$ cat src/tpt_pkg.sv
// Purpose: constants and types for the two-point hysteresis thermostat
// Assumes: 100 MHz system clock, AXI4-Lite register access, temperatures as signed 16-bit counts
// Notes:   all offsets are byte addresses of aligned 32-bit words

`default_nettype none

package tpt_pkg;

  // ---------------------------------------------------------------------------
  // timing
  // ---------------------------------------------------------------------------
  localparam longint unsigned CLK_HZ        = 64'd100_000_000;
  localparam longint unsigned EVAL_PERIOD_S = 64'd30;
  localparam logic [31:0]     EVAL_CYCLES   = 32'(EVAL_PERIOD_S * CLK_HZ);

  // ---------------------------------------------------------------------------
  // register map (byte offsets)
  // ---------------------------------------------------------------------------
  localparam logic [7:0] REG_CTRL      = 8'h00;
  localparam logic [7:0] REG_TEMP      = 8'h04;
  localparam logic [7:0] REG_HEAT_SP   = 8'h08;
  localparam logic [7:0] REG_COOL_SP   = 8'h0c;
  localparam logic [7:0] REG_HYST_HEAT = 8'h10;
  localparam logic [7:0] REG_HYST_COOL = 8'h14;
  localparam logic [7:0] REG_STAGE_OFS = 8'h18;
  localparam logic [7:0] REG_STATUS    = 8'h1c;
  localparam logic [7:0] REG_IRQ_STAT  = 8'h20;
  localparam logic [7:0] REG_IRQ_MASK  = 8'h24;

  // ctrl fields
  localparam int CTRL_MODE_LSB = 0;
  localparam int CTRL_OBJ_BIT  = 2;
  localparam int CTRL_INV_BIT  = 3;
  localparam int CTRL_ADD_BIT  = 4;

  // hysteresis fields: lower span in [7:0], upper span in [15:8]
  localparam int HYST_LO_LSB = 0;
  localparam int HYST_HI_LSB = 8;

  // status / irq bit positions, except that the status read has heat add at bit 1 and cool at bit 2
  localparam int ST_HEAT     = 0;
  localparam int ST_COOL     = 1;
  localparam int ST_HEAT_ADD = 2;
  localparam int ST_COOL_ADD = 3;
  localparam int ST_HEAT_MSG = 4;
  localparam int ST_COOL_MSG = 5;
  localparam int ST_COOL_SEL = 6;
  localparam int IRQ_HEAT_CHG = 0;
  localparam int IRQ_COOL_CHG = 1;
  localparam int IRQ_EVAL     = 2;
  localparam int IRQ_W        = 3;

  // reset values
  localparam logic [15:0] RST_HEAT_SP = 16'h0834;
  localparam logic [15:0] RST_COOL_SP = 16'h0960;
  localparam logic [15:0] RST_HYST    = 16'h3232;
  localparam logic [7:0]  RST_OFS     = 8'h64;

  localparam logic [1:0] RESP_OKAY   = 2'b00;
  localparam logic [1:0] RESP_DECERR = 2'b11;

  typedef enum logic [1:0] {
    TPT_MODE_HEAT,
    TPT_MODE_COOL,
    TPT_MODE_MIXED
  } tpt_mode_t;

  typedef logic signed [17:0] tpt_lvl_t;

  function automatic tpt_lvl_t tpt_ext(input logic [15:0] v);
    tpt_ext = tpt_lvl_t'(signed'(v));
  endfunction : tpt_ext

  function automatic tpt_lvl_t tpt_span(input logic [7:0] v);
    tpt_span = tpt_lvl_t'({10'h000, v});
  endfunction : tpt_span

endpackage : tpt_pkg

`default_nettype wire

$ cat src/tpt_stage.sv
// Purpose: one two-point switching stage with hysteresis
// Assumes: limits already include setpoint, hysteresis and stage offset
// Notes:   state only moves on the evaluation tick

`default_nettype none

module tpt_stage (
  // clock and reset
  input  wire logic          i_sys_clk,
  input  wire logic          i_sys_rst,
  // evaluation
  input  wire logic          i_tick,
  input  wire logic          i_enable,
  input  wire logic          i_heat,
  input  wire tpt_pkg::tpt_lvl_t i_temp,
  input  wire tpt_pkg::tpt_lvl_t i_on_lim,
  input  wire tpt_pkg::tpt_lvl_t i_off_lim,
  // result
  output logic               o_next,
  output logic               o_on
);
  import tpt_pkg::*;

  logic on_q;

  // heating switches on below, cooling above; between limits the state holds
  always_comb begin
    o_next = on_q;
    if (!i_enable) begin
      o_next = 1'b0;
    end else if (i_heat) begin
      if (i_temp < i_on_lim) begin
        o_next = 1'b1;
      end else if (i_temp > i_off_lim) begin
        o_next = 1'b0;
      end
    end else begin
      if (i_temp > i_on_lim) begin
        o_next = 1'b1;
      end else if (i_temp < i_off_lim) begin
        o_next = 1'b0;
      end
    end
  end

  always_ff @(posedge i_sys_clk) begin
    if (i_sys_rst) begin
      on_q <= 1'b0;
    end else if (i_tick) begin
      on_q <= o_next;
    end
  end

  assign o_on = on_q;

endmodule : tpt_stage

`default_nettype wire

$ cat src/tpt_thermostat.sv
// Purpose: two-point hysteresis room thermostat with AXI4-Lite registers
// Assumes: software writes the measured temperature into the temp register
// Notes:   the change-over input is asynchronous and is synchronised

`default_nettype none

module tpt_thermostat #(
  parameter logic [31:0] P_EVAL_CYCLES = tpt_pkg::EVAL_CYCLES
) (
  // clock and reset
  input  wire logic        i_sys_clk,
  input  wire logic        i_sys_rst,
  // axi4-lite write address / data / response
  input  wire logic [7:0]  i_s_axi_awaddr,
  input  wire logic        i_s_axi_awvalid,
  output logic             o_s_axi_awready,
  input  wire logic [31:0] i_s_axi_wdata,
  input  wire logic [3:0]  i_s_axi_wstrb,
  input  wire logic        i_s_axi_wvalid,
  output logic             o_s_axi_wready,
  output logic [1:0]       o_s_axi_bresp,
  output logic             o_s_axi_bvalid,
  input  wire logic        i_s_axi_bready,
  // axi4-lite read
  input  wire logic [7:0]  i_s_axi_araddr,
  input  wire logic        i_s_axi_arvalid,
  output logic             o_s_axi_arready,
  output logic [31:0]      o_s_axi_rdata,
  output logic [1:0]       o_s_axi_rresp,
  output logic             o_s_axi_rvalid,
  input  wire logic        i_s_axi_rready,
  // external change-over object, high selects cooling
  input  wire logic        i_changeover_cool,
  // actuator commands and messages
  output logic             o_heat_cmd,
  output logic             o_cool_cmd,
  output logic             o_heat_add_cmd,
  output logic             o_cool_add_cmd,
  output logic             o_heat_msg,
  output logic             o_cool_msg,
  output logic             o_irq
);
  import tpt_pkg::*;

  // ---------------------------------------------------------------------------
  // registers
  // ---------------------------------------------------------------------------
  logic [4:0]        ctrl_q;
  logic [15:0]       temp_q;
  logic [15:0]       heat_sp_q;
  logic [15:0]       cool_sp_q;
  logic [15:0]       hyst_heat_q;
  logic [15:0]       hyst_cool_q;
  logic [7:0]        ofs_q;
  logic [IRQ_W-1:0]  irq_stat_q;
  logic [IRQ_W-1:0]  irq_mask_q;
  logic [31:0]       tick_cnt_q;
  logic              tick_q;
  logic              co_meta_q;
  logic              co_sync_q;
  logic              cool_sel_q;
  logic [3:0]        cmd_q;
  logic              heat_msg_q;
  logic              cool_msg_q;

  tpt_mode_t         mode;
  logic              obj_co;
  logic              inv;
  logic              add_en;
  logic              mixed_auto;
  logic              cool_sel_d;
  logic              heat_act;
  logic              cool_act;
  tpt_lvl_t          temp_l;
  tpt_lvl_t          heat_sp_l;
  tpt_lvl_t          cool_sp_l;
  tpt_lvl_t          on_lim  [4];
  tpt_lvl_t          off_lim [4];
  logic [3:0]        st_en;
  logic [3:0]        st_next;
  logic [3:0]        st_on;
  logic [3:0]        cmd_d;

  assign mode       = tpt_mode_t'(ctrl_q[CTRL_MODE_LSB +: 2]);
  assign obj_co     = ctrl_q[CTRL_OBJ_BIT];
  assign inv        = ctrl_q[CTRL_INV_BIT];
  assign add_en     = ctrl_q[CTRL_ADD_BIT];
  assign mixed_auto = (mode == TPT_MODE_MIXED) && !obj_co;
  assign temp_l     = tpt_ext(temp_q);
  assign heat_sp_l  = tpt_ext(heat_sp_q);
  assign cool_sp_l  = tpt_ext(cool_sp_q);

  // ---------------------------------------------------------------------------
  // evaluation tick
  // ---------------------------------------------------------------------------
  always_ff @(posedge i_sys_clk) begin
    if (i_sys_rst) begin
      tick_cnt_q <= 32'h0000_0000;
      tick_q     <= 1'b0;
    end else if (tick_cnt_q == P_EVAL_CYCLES - 32'h0000_0001) begin
      tick_cnt_q <= 32'h0000_0000;
      tick_q     <= 1'b1;
    end else begin
      tick_cnt_q <= tick_cnt_q + 32'h0000_0001;
      tick_q     <= 1'b0;
    end
  end

  // ---------------------------------------------------------------------------
  // change-over selection
  // ---------------------------------------------------------------------------
  always_ff @(posedge i_sys_clk) begin
    if (i_sys_rst) begin
      co_meta_q <= 1'b0;
      co_sync_q <= 1'b0;
    end else begin
      co_meta_q <= i_changeover_cool;
      co_sync_q <= co_meta_q;
    end
  end

  // automatic selection keeps the last side while inside the deadband
  always_comb begin
    cool_sel_d = cool_sel_q;
    if (obj_co) begin
      cool_sel_d = co_sync_q;
    end else if (temp_l < heat_sp_l) begin
      cool_sel_d = 1'b0;
    end else if (temp_l > cool_sp_l) begin
      cool_sel_d = 1'b1;
    end
  end

  always_ff @(posedge i_sys_clk) begin
    if (i_sys_rst) begin
      cool_sel_q <= 1'b0;
    end else if (tick_q) begin
      cool_sel_q <= cool_sel_d;
    end
  end

  assign heat_act = (mode == TPT_MODE_HEAT) || ((mode == TPT_MODE_MIXED) && !cool_sel_d);
  assign cool_act = (mode == TPT_MODE_COOL) || ((mode == TPT_MODE_MIXED) && cool_sel_d);

  // ---------------------------------------------------------------------------
  // stage limits: 0 heat, 1 heat add, 2 cool, 3 cool add
  // ---------------------------------------------------------------------------
  always_comb begin
    tpt_lvl_t sh;
    tpt_lvl_t sc;
    sh = heat_sp_l;
    sc = cool_sp_l;
    for (int k = 0; k < 2; k++) begin
      sh = (k == 1) ? heat_sp_l - tpt_span(ofs_q) : heat_sp_l;
      sc = (k == 1) ? cool_sp_l + tpt_span(ofs_q) : cool_sp_l;
      on_lim[k]    = sh - tpt_span(hyst_heat_q[HYST_LO_LSB +: 8]);
      off_lim[k]   = mixed_auto ? sh : sh + tpt_span(hyst_heat_q[HYST_HI_LSB +: 8]);
      on_lim[k+2]  = sc + tpt_span(hyst_cool_q[HYST_HI_LSB +: 8]);
      off_lim[k+2] = mixed_auto ? sc : sc - tpt_span(hyst_cool_q[HYST_LO_LSB +: 8]);
    end
  end

  // the deadband only matters through the setpoint-based off limits, so an
  // external change-over may keep a stage on inside it
  assign st_en = {cool_act && add_en, cool_act, heat_act && add_en, heat_act};

  for (genvar g = 0; g < 4; g++) begin : g_stage
    tpt_stage u_stage (
      .i_sys_clk (i_sys_clk),
      .i_sys_rst (i_sys_rst),
      .i_tick    (tick_q),
      .i_enable  (st_en[g]),
      .i_heat    (g < 2),
      .i_temp    (temp_l),
      .i_on_lim  (on_lim[g]),
      .i_off_lim (off_lim[g]),
      .o_next    (st_next[g]),
      .o_on      (st_on[g])
    );
  end

  // ---------------------------------------------------------------------------
  // command and message outputs
  // ---------------------------------------------------------------------------
  assign cmd_d = st_next ^ {4{inv}};

  always_ff @(posedge i_sys_clk) begin
    if (i_sys_rst) begin
      cmd_q <= 4'h0;
    end else if (tick_q) begin
      cmd_q <= cmd_d;
    end
  end

  always_ff @(posedge i_sys_clk) begin
    if (i_sys_rst) begin
      heat_msg_q <= 1'b0;
      cool_msg_q <= 1'b0;
    end else if (tick_q) begin
      heat_msg_q <= heat_act && (temp_l < heat_sp_l);
      cool_msg_q <= cool_act && (temp_l > cool_sp_l);
    end
  end

  assign o_heat_cmd     = cmd_q[0];
  assign o_heat_add_cmd = cmd_q[1];
  assign o_cool_cmd     = cmd_q[2];
  assign o_cool_add_cmd = cmd_q[3];
  assign o_heat_msg     = heat_msg_q;
  assign o_cool_msg     = cool_msg_q;

  // ---------------------------------------------------------------------------
  // axi4-lite slave
  // ---------------------------------------------------------------------------
  logic        aw_have_q;
  logic        w_have_q;
  logic [7:0]  awaddr_q;
  logic [31:0] wdata_q;
  logic [3:0]  wstrb_q;
  logic        bvalid_q;
  logic [1:0]  bresp_q;
  logic        rvalid_q;
  logic [1:0]  rresp_q;
  logic [31:0] rdata_q;
  logic        wr_go;
  logic        wr_hit;
  logic [31:0] wr_mask;
  logic [IRQ_W-1:0] irq_set;
  logic [IRQ_W-1:0] irq_clr;

  assign o_s_axi_awready = !aw_have_q && !bvalid_q;
  assign o_s_axi_wready  = !w_have_q && !bvalid_q;
  assign o_s_axi_arready = !rvalid_q;
  assign wr_go           = aw_have_q && w_have_q && !bvalid_q;
  assign wr_mask         = {{8{wstrb_q[3]}}, {8{wstrb_q[2]}}, {8{wstrb_q[1]}}, {8{wstrb_q[0]}}};

  function automatic logic reg_mapped(input logic [7:0] a);
    reg_mapped = (a[1:0] == 2'b00) && (a <= REG_IRQ_MASK);
  endfunction : reg_mapped

  assign wr_hit = reg_mapped(awaddr_q);

  always_ff @(posedge i_sys_clk) begin
    if (i_sys_rst) begin
      aw_have_q <= 1'b0;
      w_have_q  <= 1'b0;
      awaddr_q  <= 8'h00;
      wdata_q   <= 32'h0000_0000;
      wstrb_q   <= 4'h0;
      bvalid_q  <= 1'b0;
      bresp_q   <= RESP_OKAY;
    end else begin
      if (i_s_axi_awvalid && o_s_axi_awready) begin
        aw_have_q <= 1'b1;
        awaddr_q  <= i_s_axi_awaddr;
      end
      if (i_s_axi_wvalid && o_s_axi_wready) begin
        w_have_q <= 1'b1;
        wdata_q  <= i_s_axi_wdata;
        wstrb_q  <= i_s_axi_wstrb;
      end
      if (wr_go) begin
        aw_have_q <= 1'b0;
        w_have_q  <= 1'b0;
        bvalid_q  <= 1'b1;
        bresp_q   <= wr_hit ? RESP_OKAY : RESP_DECERR;
      end else if (bvalid_q && i_s_axi_bready) begin
        bvalid_q <= 1'b0;
      end
    end
  end

  assign o_s_axi_bvalid = bvalid_q;
  assign o_s_axi_bresp  = bresp_q;

  function automatic logic [31:0] merge(input logic [31:0] old, input logic [31:0] nw, input logic [31:0] m);
    merge = (old & ~m) | (nw & m);
  endfunction : merge

  always_ff @(posedge i_sys_clk) begin
    if (i_sys_rst) begin
      ctrl_q      <= 5'h00;
      temp_q      <= 16'h0000;
      heat_sp_q   <= RST_HEAT_SP;
      cool_sp_q   <= RST_COOL_SP;
      hyst_heat_q <= RST_HYST;
      hyst_cool_q <= RST_HYST;
      ofs_q       <= RST_OFS;
      irq_mask_q  <= '0;
    end else if (wr_go) begin
      case (awaddr_q)
        REG_CTRL:      ctrl_q      <= 5'(merge({27'h0, ctrl_q}, wdata_q, wr_mask));
        REG_TEMP:      temp_q      <= 16'(merge({16'h0, temp_q}, wdata_q, wr_mask));
        REG_HEAT_SP:   heat_sp_q   <= 16'(merge({16'h0, heat_sp_q}, wdata_q, wr_mask));
        REG_COOL_SP:   cool_sp_q   <= 16'(merge({16'h0, cool_sp_q}, wdata_q, wr_mask));
        REG_HYST_HEAT: hyst_heat_q <= 16'(merge({16'h0, hyst_heat_q}, wdata_q, wr_mask));
        REG_HYST_COOL: hyst_cool_q <= 16'(merge({16'h0, hyst_cool_q}, wdata_q, wr_mask));
        REG_STAGE_OFS: ofs_q       <= 8'(merge({24'h0, ofs_q}, wdata_q, wr_mask));
        REG_IRQ_MASK:  irq_mask_q  <= IRQ_W'(merge({29'h0, irq_mask_q}, wdata_q, wr_mask));
        default: ;
      endcase
    end
  end

  // ---------------------------------------------------------------------------
  // interrupts: sticky, write one to clear, a new event wins over the clear
  // ---------------------------------------------------------------------------
  assign irq_set[IRQ_HEAT_CHG] = tick_q && (cmd_d[0] != cmd_q[0]);
  assign irq_set[IRQ_COOL_CHG] = tick_q && (cmd_d[2] != cmd_q[2]);
  assign irq_set[IRQ_EVAL]     = tick_q;
  assign irq_clr = (wr_go && awaddr_q == REG_IRQ_STAT) ? (wdata_q[IRQ_W-1:0] & wr_mask[IRQ_W-1:0]) : '0;

  always_ff @(posedge i_sys_clk) begin
    if (i_sys_rst) begin
      irq_stat_q <= '0;
    end else begin
      irq_stat_q <= (irq_stat_q & ~irq_clr) | irq_set;
    end
  end

  assign o_irq = |(irq_stat_q & irq_mask_q);

  // ---------------------------------------------------------------------------
  // read path
  // ---------------------------------------------------------------------------
  always_ff @(posedge i_sys_clk) begin
    if (i_sys_rst) begin
      rvalid_q <= 1'b0;
      rresp_q  <= RESP_OKAY;
      rdata_q  <= 32'h0000_0000;
    end else if (i_s_axi_arvalid && o_s_axi_arready) begin
      rvalid_q <= 1'b1;
      rresp_q  <= reg_mapped(i_s_axi_araddr) ? RESP_OKAY : RESP_DECERR;
      case (i_s_axi_araddr)
        REG_CTRL:      rdata_q <= {27'h0, ctrl_q};
        REG_TEMP:      rdata_q <= {16'h0, temp_q};
        REG_HEAT_SP:   rdata_q <= {16'h0, heat_sp_q};
        REG_COOL_SP:   rdata_q <= {16'h0, cool_sp_q};
        REG_HYST_HEAT: rdata_q <= {16'h0, hyst_heat_q};
        REG_HYST_COOL: rdata_q <= {16'h0, hyst_cool_q};
        REG_STAGE_OFS: rdata_q <= {24'h0, ofs_q};
        REG_STATUS:    rdata_q <= {25'h0, cool_sel_q, cool_msg_q, heat_msg_q, cmd_q[3], cmd_q[2], cmd_q[1], cmd_q[0]};
        REG_IRQ_STAT:  rdata_q <= {29'h0, irq_stat_q};
        REG_IRQ_MASK:  rdata_q <= {29'h0, irq_mask_q};
        default:       rdata_q <= 32'h0000_0000;
      endcase
    end else if (rvalid_q && i_s_axi_rready) begin
      rvalid_q <= 1'b0;
    end
  end

  assign o_s_axi_rvalid = rvalid_q;
  assign o_s_axi_rresp  = rresp_q;
  assign o_s_axi_rdata  = rdata_q;
endmodule : tpt_thermostat

`default_nettype wire

$ cat config.mk
export PLATFORM = sky130hd
export DESIGN_NAME = tpt_thermostat
export DESIGN_NICKNAME = d
export VERILOG_FILES = /design/src/tpt_pkg.sv /design/src/tpt_stage.sv /design/src/tpt_thermostat.sv
export SDC_FILE = /design/constraint.sdc
export NUM_CORES = 1
export LEC_CHECK = 0
export ABC_AREA = 1
export BUFFER_PORTS_ARGS = -buffer_cell sky130_fd_sc_hd__buf_4
export CAP_MARGIN = 40
export CELL_PAD_IN_SITES_DETAIL_PLACEMENT = 0
export CELL_PAD_IN_SITES_GLOBAL_PLACEMENT = 1
export CORE_MARGIN = 1.5
export CORE_UTILIZATION = 45
export DETAILED_ROUTE_END_ITERATION = 8
export GPL_ROUTABILITY_DRIVEN = 0
export PLACE_DENSITY = 0.8
export SKIP_CTS_REPAIR_TIMING = 1
export SYNTH_ARGS = -nofsm -noshare
export SYNTH_HDL_FRONTEND = slang
export SYNTH_SLANG_ARGS = --single-unit
$ cat constraint.sdc
create_clock -name i_sys_clk -period 6.1 [get_ports i_sys_clk]
set_input_delay 0.305 -clock i_sys_clk [delete_from_list [all_inputs] [get_ports i_sys_clk]]
set_output_delay 0.305 -clock i_sys_clk [all_outputs]
set_load 0.005 [all_outputs]
==> results of run 1 <==
==> worst reg2reg max path: cells and delay by family (launching register included) <==
family,cells,cell delay [ps]
AND/OR/NAND/NOR,14,1930
AO/OA/AOI/OAI,7,1400
adder cells (fa/ha/maj),4,1270
flip-flops,1,480
XOR/XNOR,1,300
buffers and inverters,2,110
==> worst max-delay path by stage <==
stage,end,slack (ps),depth (start not counted),from
6_report,cmd_q[3]$_SDFFE_PP0P_,540,28,register
3_3_place_gp,cmd_q[3]$_SDFFE_PP0P_,540,28,register
4_1_cts,cmd_q[3]$_SDFFE_PP0P_,390,27,register
3_5_place_dp,cmd_q[3]$_SDFFE_PP0P_,410,27,register
2_1_floorplan,cmd_q[3]$_SDFFE_PP0P_,1610,28,register
5_1_grt,cmd_q[3]$_SDFFE_PP0P_,20,29,register
==> cell families after synthesis <==
kind of cell / share of synthesized area (%)
simple gates: 21.5
buf+inv: 9.13
flops: 22.5
xor+xnor: 7.54
other cells: 0.0219
compound gates: 19.8
mux: 0.0584
fa+ha+maj: 19.3
==> layer usage <==
layer  share of wire, %  wire length (µm)  up-vias  track usage, %
li1                   -                 -     8218               -
met1                 45             25800     7687            40.2
met2                 44             25200      611            47.6
met3                6.7              3870      114            3.56
met4                4.3              2490        0            12.3
met5                  0                 0        -               0
==> stage by stage <==
step	total power [mW]	area, µm²	setup WS [ps]	instances
CTS	2.59	18900	388	2982
floorplan	1.44	17200	1610	2413
global route	2.67	18900	17.4	2982
detailed placement	1.52	18300	414	2950
global placement	1.51	18100	535	2939
finish	2.59	18900	537	2982
==> synth_stat cells, types with 4 or more instances <==
cell type,count,area share [%]
nor3b_1,9,0.39
o21bai_1,14,0.61
dfxtp_1,193,23
a211oi_1,28,1.2
inv_2,6,0.13
xnor2_1,23,1.2
a21o_1,6,0.26
inv_1,298,6.5
nand3b_1,4,0.18
nand4_1,37,1.4
o31ai_1,6,0.26
nor3_2,8,0.47
o21ai_0,176,5.1
a31oi_1,10,0.37
o21ai_1,6,0.18
nor2_2,10,0.37
o21a_1,7,0.31
or2_2,7,0.26
o221ai_1,11,0.56
o41ai_1,4,0.20
o211ai_1,30,1.3
nand2_1,398,8.7
xor2_4,5,0.80
nand3_1,79,2.3
a22oi_1,6,0.26
nand3_2,4,0.23
fa_1,10,1.2
a21oi_1,249,7.3
ha_1,249,18
nor2_1,208,4.6
buf_4,18,0.79
clkbuf_1,48,1.1
buf_2,4,0.12
o22ai_1,15,0.55
buf_1,7,0.15
xor2_1,94,4.8
xor2_2,8,0.76
nor4_1,9,0.33
nand2_2,4,0.15
nor3_1,44,1.3
==> power by group <==
part           internal [mW]  total [mW]  switching [mW]
Combinational         0.0608       0.185           0.124
Sequential              1.28        1.31          0.0256
Clock                  0.572        1.09           0.521
==> layout make-up <==
| cell class | instances | area share, % |
|---|---|---|
| inverter | 307 | 6.10 |
| sequential | 193 | 20.5 |
| timing repair buffer | 107 | 4.78 |
| clock inverter | 9 | 0.384 |
| clock buffer | 23 | 2.58 |
| multi-input combinational | 1832 | 62.3 |
| tap | 511 | 3.38 |
==> impl_metrics.toml, run 1 <==
[grt]
grt_pass1_vias = 15500
grt_use_total_pct = 29.7
grt_pass1_wl_um = 88300
antenna_found_initial = 0
grt_max_degree = 89
grt-ovfl-total = 0

[timing]
relSlewSlack_pct = 39.2
worst_pin_slew_ps = 909
setup-violations-final = 0
maxSlewViolCount = 0
period_share_pct = 91.2
rsz0062_at_grt = "no"
timing.final.crit_period_ps = 5560
fin_setup_tns_ps = 0
finClkSkew_ps = 11.2
holdWs_ps = 59.4
fmax_ghz = 0.180
hold_viol_final = 0

[routing]
wl_um = 57300
drt_iter0_drc = 1285
firstDrtPassIters = 5
drtAntennaViolNets = 0
drc = 0
viasPerCell = 5.58
routed-via-count = 16600
wl_per_cell_um = 19.2

[critical_path]
worstPathRequired_ps = 6450
cp-start-kind = "register"
cp-end-kind = "register"
path_buf_inv = 2
cp_slowest_cell = "dfxtp_1"
arrival_ps = 5920
cpPeakStageDelay_ps = 480
reg2reg_slack_ps = 540
crit_family = "simple AND/OR/NAND/NOR gates"
reg2regPathDepth = 28
reg2reg_to = "cmd_q[3]$_SDFFE_PP0P_"
worst-setup-path-type = "reg2reg"
worstPathMaxFanout = 5

[worst_hold_path]
holdPathEnd = "co_meta_q$_SDFF_PP0_"
min-delay-start = "i_changeover_cool"
holdPathStages = 3
hold_path_class = "in2reg"

[clock_network]
cts.sinks = 193
htree_levels = 4
root_buffer = "clkbuf_16"
cts_tree = "done"
cts_made_buffers = 17
clockBufferDepth = 2
clock_latency_ps = 450
clk_pin_slew_ps = 80

[finish]
fill_cells = 3742
seqCellArea_mm2 = 0.00386
final_util_pct = 50.3
final_common_cell = "nand2_1"
mostFrequentLayoutCells = "nand2_1, inv_1, a21oi_1, ha_1, nor2_1"
drive_gt1_share_pct = 8.58
multi_input_area_mm2 = 0.0118
area_delta_synth_final_pct = 10.2
nNetsFinal = 2777
num_antenna_cells = 0

[synthesis]
synthFlopType = "dfxtp_1"
ys_seq_elements = 193
synth_edf_count = 0
netlist_instances = 2398
yosysWarnings = 0
syn_area_mm2 = 0.0171
async_flop_share_pct = 0
yosysSeqAreaShare_pct = 22.5
ys_types = 70
syn_avg_cell_area_um2 = 7.15

[flow_run]
drv_cap = 0

[outcome]
status = "complete, no violations"

[place]
portBuffers = 73
hpwl_um = 45400

[power_and_ir_drop]
leakagePower_nw = 8.79
ir_drop_v = 0.000200
powerDensity_mw_per_mm2 = 137

[floorplan]
io_pins = 108
core-area_mm2 = 0.0376
start_util_pct = 45.6
fp-row-count = 71
fp.dieArea_mm2 = 0.0393
dieWidth_um = 198
die_h_um = 198
Note: power is estimated with default switching activity, not from simulation.
==> inputs of run 2 (changes only) <==
- CORE_UTILIZATION: 45 -> 35
- PLACE_DENSITY: 0.8 -> 0.64
==> impl_metrics.toml, run 2 (synthesis results as in run 1) <==
[outcome]
status = "complete, no violations"

[clock_network]
clockBufferDepth = 2
clk_pin_slew_ps = 80
root_buffer = "clkbuf_16"
clock_latency_ps = 450
cts_made_buffers = 17
cts.sinks = 193
cts_tree = "done"
htree_levels = 4

[timing]
finClkSkew_ps = 8.23
hold_viol_final = 0
timing.final.crit_period_ps = 5510
relSlewSlack_pct = 42.6
maxSlewViolCount = 0
rsz0062_at_grt = "no"
fmax_ghz = 0.181
period_share_pct = 90.4
setup-violations-final = 0
worst_pin_slew_ps = 854
fin_setup_tns_ps = 0

[grt]
antenna_found_initial = 1
grt_pass1_vias = 15400
grt_use_total_pct = 24.7
grt-ovfl-total = 0
grt_max_degree = 68
grt_pass1_wl_um = 93500

[flow_run]
drv_cap = 0

[critical_path]
reg2regPathDepth = 28
arrival_ps = 5860
worstPathRequired_ps = 6440
worstPathMaxFanout = 5
reg2reg_slack_ps = 590
reg2reg_to = "cmd_q[3]$_SDFFE_PP0P_"
worst-setup-path-type = "reg2reg"
cpPeakStageDelay_ps = 500
cp-start-kind = "register"
cp-end-kind = "register"
cp_slowest_cell = "dfxtp_1"

[power_and_ir_drop]
leakagePower_nw = 8.83
powerDensity_mw_per_mm2 = 139
ir_drop_v = 0.000244
p_total_mw = 2.66

[routing]
wl_per_cell_um = 20.1
drtAntennaViolNets = 0
viasPerCell = 5.32
drt_iter0_drc = 1292
firstDrtPassIters = 5
wl_um = 62000
routed-via-count = 16400
drc = 0

[place]
hpwl_um = 49900
portBuffers = 73
dp_cells = 3059

[finish]
area_delta_synth_final_pct = 11.4
final_common_cell = "nand2_1"
final_util_pct = 39.7
layoutNonFillerInstCount = 3091
drive_gt1_share_pct = 9.01
mostFrequentLayoutCells = "nand2_1, inv_1, a21oi_1, ha_1, nor2_1"
num_antenna_cells = 0
nNetsFinal = 2782
fill_cells = 5123

[worst_hold_path]
min-delay-start = "i_changeover_cool"
hold_path_class = "in2reg"
holdPathStages = 3
holdPathEnd = "co_meta_q$_SDFF_PP0_"

[floorplan]
io_pins = 108
core-area_mm2 = 0.0480
fp.dieArea_mm2 = 0.0503
die_h_um = 224
dieWidth_um = 224
fp-row-count = 80
start_util_pct = 35.7
-- run 2: cell types whose count changed in the layout (fill, tap and decap cells not counted), moves of 2 or more --
cell,change
clkinv_4,-3
clkbuf_8,-2
clkinv_8,+2
inv_6,+2
clkbuf_1,-2
buf_4,+5
buf_6,+2
-- run 2: layout make-up --
| cell class | count | area [µm²] | share of cell area [%] |
|---|---|---|---|
| clock buffers | 19 | 453 | 2.37 |
| clock inverters | 13 | 145 | 0.760 |
| inverters | 307 | 1150 | 6.03 |
| multi-input cells | 1832 | 11800 | 61.8 |
| flip-flops and latches | 193 | 3860 | 20.2 |
| well taps | 615 | 769 | 4.03 |
| repair buffers | 112 | 921 | 4.82 |
-- run 2: stage by stage --
stage | hold slack [ps] | area (µm²) | setup slack (ps)
6_report | 68.5 | 19100 | 586
5_1_grt | 68.0 | 19100 | 34.3
4_1_cts | 52.0 | 19100 | 345
3_3_place_gp | 402 | 18300 | 511
2_1_floorplan | 388 | 17200 | 1610
3_5_place_dp | 403 | 18500 | 373
-- run 2: report_power, final --
group          internal [mW]  switching [mW]  total, mW
sequential              1.28          0.0262       1.31
combinational         0.0603           0.127      0.187
clock                  0.602           0.564       1.17
-- run 2: layer usage --
layer	vias up	global-route usage [%]	share of wire [%]
met5	-	0	0
met4	0	8.68	3.8
met3	93	3.02	5.7
met2	503	39.8	44
met1	7612	34.0	47
li1	8223	-	-
-- run 2: worst max path at each step --
stage              from                     to  slack [ps]  depth (start not counted)
3_5_place_dp   register  cmd_q[3]$_SDFFE_PP0P_         370                         31
4_1_cts        register  cmd_q[3]$_SDFFE_PP0P_         340                         31
2_1_floorplan  register  cmd_q[3]$_SDFFE_PP0P_        1610                         28
6_report       register  cmd_q[3]$_SDFFE_PP0P_         590                         28
3_3_place_gp   register  cmd_q[3]$_SDFFE_PP0P_         510                         29
5_1_grt        register  cmd_q[3]$_SDFFE_PP0P_          30                         31
-- run 2: worst max-delay path, delay by kind of cell, from the launching register on --
family	cells	cell delay, ps
AND/OR/NAND/NOR	14	1900
buffers and inverters	2	100
flip-flops	1	500
XOR/XNOR	1	260
adder cells (fa/ha/maj)	4	1270
AO/OA/AOI/OAI	7	1380
==> inputs of run 3 (changes only) <==
- CORE_UTILIZATION: 35 -> 45
- PLACE_DENSITY: 0.64 -> 0.81
- SYNTH_HIERARCHICAL: default -> 1
==> impl_metrics.toml, run 3 <==
[synthesis]
synth_edf_count = 0
synth_top_cell_by_area = "dfxtp_1"
synth_area_leaders = "dfxtp_1, ha_1, nand2_1"
synthFlopType = "dfxtp_1"
yosysWarnings = 6
ys_types = 62
syn_area_mm2 = 0.0186
ys_seq_elements = 193
synth_top_area_share_pct = 20.8
async_flop_share_pct = 0
yosysSeqAreaShare_pct = 20.8
syn_avg_cell_area_um2 = 6.61
yosysMostFrequentCell = "nand2_1"
ys_top_cells_by_count = "nand2_1, inv_1, ha_1"
netlist_instances = 2813

[timing]
finClkSkew_ps = 20.6
holdWs_ps = 88.5
rsz0062_at_grt = "no"
timing.final.crit_period_ps = 5480
maxSlewViolCount = 0
fmax_ghz = 0.183
hold_viol_final = 0
worst_pin_slew_ps = 857
setup-violations-final = 0
period_share_pct = 89.8
relSlewSlack_pct = 42.8
fin_setup_tns_ps = 0
layout_setup_ws_ps = 621

[critical_path]
cpPeakStageDelay_ps = 520
cp_slowest_cell = "dfxtp_1"
arrival_ps = 5840
cp-start-kind = "register"
worstPathMaxFanout = 5
reg2regPathDepth = 34
worstPathRequired_ps = 6470
worst-setup-path-type = "reg2reg"
cp-end-kind = "register"

[floorplan]
core-area_mm2 = 0.0408
fp-row-count = 74
fp.dieArea_mm2 = 0.0426
io_pins = 108
dieWidth_um = 206
start_util_pct = 45.6
die_h_um = 206

[place]
portBuffers = 73
dp_slack_ps = 501
hpwl_um = 45900
place_area_mm2 = 0.0196
dp_cells = 3373

[clock_network]
cts_tree = "done"
htree_levels = 4
root_buffer = "clkbuf_16"
clockBufferDepth = 2
clk_pin_slew_ps = 80
cts.sinks = 193
cts_made_buffers = 17
clock_latency_ps = 470

[power_and_ir_drop]
leakagePower_nw = 10.3
p_total_mw = 2.70
powerDensity_mw_per_mm2 = 133
ir_drop_v = 0.000208

[finish]
mostFrequentLayoutCells = "nand2_1, inv_1, ha_1, a21oi_1, nor2_1"
fin_area_mm2 = 0.0203
num_antenna_cells = 0
drive_gt1_share_pct = 7.97
fill_cells = 4175
final_common_cell = "nand2_1"
layoutNonFillerInstCount = 3406
final_util_pct = 49.6
area_delta_synth_final_pct = 8.96
nNetsFinal = 3187

[grt]
grt-ovfl-total = 0
grt_pass1_wl_um = 90600
grt_use_total_pct = 27.5
antenna_found_initial = 0
grt_max_degree = 57
grt_pass1_vias = 16700

[routing]
drc = 0
firstDrtPassIters = 6
drtAntennaViolNets = 0
wl_per_cell_um = 16.8
viasPerCell = 5.27
drt_iter0_drc = 1290
wl_um = 57100
routed-via-count = 17900

[worst_hold_path]
holdPathStages = 3
hold_path_class = "in2reg"

[outcome]
status = "complete, no violations"

[flow_run]
drv_cap = 0
## run 3: cells by family after synthesis
logic type                 count (synthesis)  share of synthesized area [%]
buffers and inverters                    590                           12.5
adders and majority gates                266                           18.3
DFF                                      193                           20.8
xor gates and xnor gates                 119                           6.01
AOI/OAI and AO/OA                        545                           16.8
and+or+nand+nor                         1098                           25.6
other                                      2                         0.0404
## run 3: where the power goes
| part | total (mW) | switching (mW) | internal (mW) |
|---|---|---|---|
| Clock | 1.19 | 0.567 | 0.625 |
| Combinational | 0.199 | 0.134 | 0.0655 |
| Sequential | 1.31 | 0.0245 | 1.28 |
| Total | 2.70 | 0.725 | 1.97 |
## run 3: final timing paths
kind	startpoint	end	slack, ps
setup / recovery	register	cmd_q[3]$_SDFFE_PP0P_	620
hold / removal	i_changeover_cool	co_meta_q$_SDFF_PP0_	90
setup reg to reg	register	cmd_q[3]$_SDFFE_PP0P_	620
hold reg to reg	co_meta_q$_SDFF_PP0_	co_sync_q$_SDFF_PP0_	400
## run 3: worst max-delay path: cells and delay by family (launching register included)
family                   cells  cell delay (ps)
buffers and inverters        5              340
AO/OA/AOI/OAI                3              520
adder cells (fa/ha/maj)      4             1400
XOR/XNOR                     2              320
flip-flops                   1              520
AND/OR/NAND/NOR             20             2290
## run 3: cell type report
class                      instances  area, µm²  share of cell area, %
tap                              532        666                   3.28
multi-input combinational       2048      12500                   61.7
clock buffer                      17        425                   2.10
timing repair buffer              90        698                   3.44
sequential                       193       3860                   19.1
clock inverter                    15        198                  0.975
inverter                         511       1920                   9.46
## run 3: metal layers
layer	vias to the layer above	track usage [%]	routed length (µm)
met3	74	3.74	3590
met4	0	7.38	1260
met5	-	0	0
li1	9176	-	-
met1	8161	38.2	27400
met2	527	44.4	24800
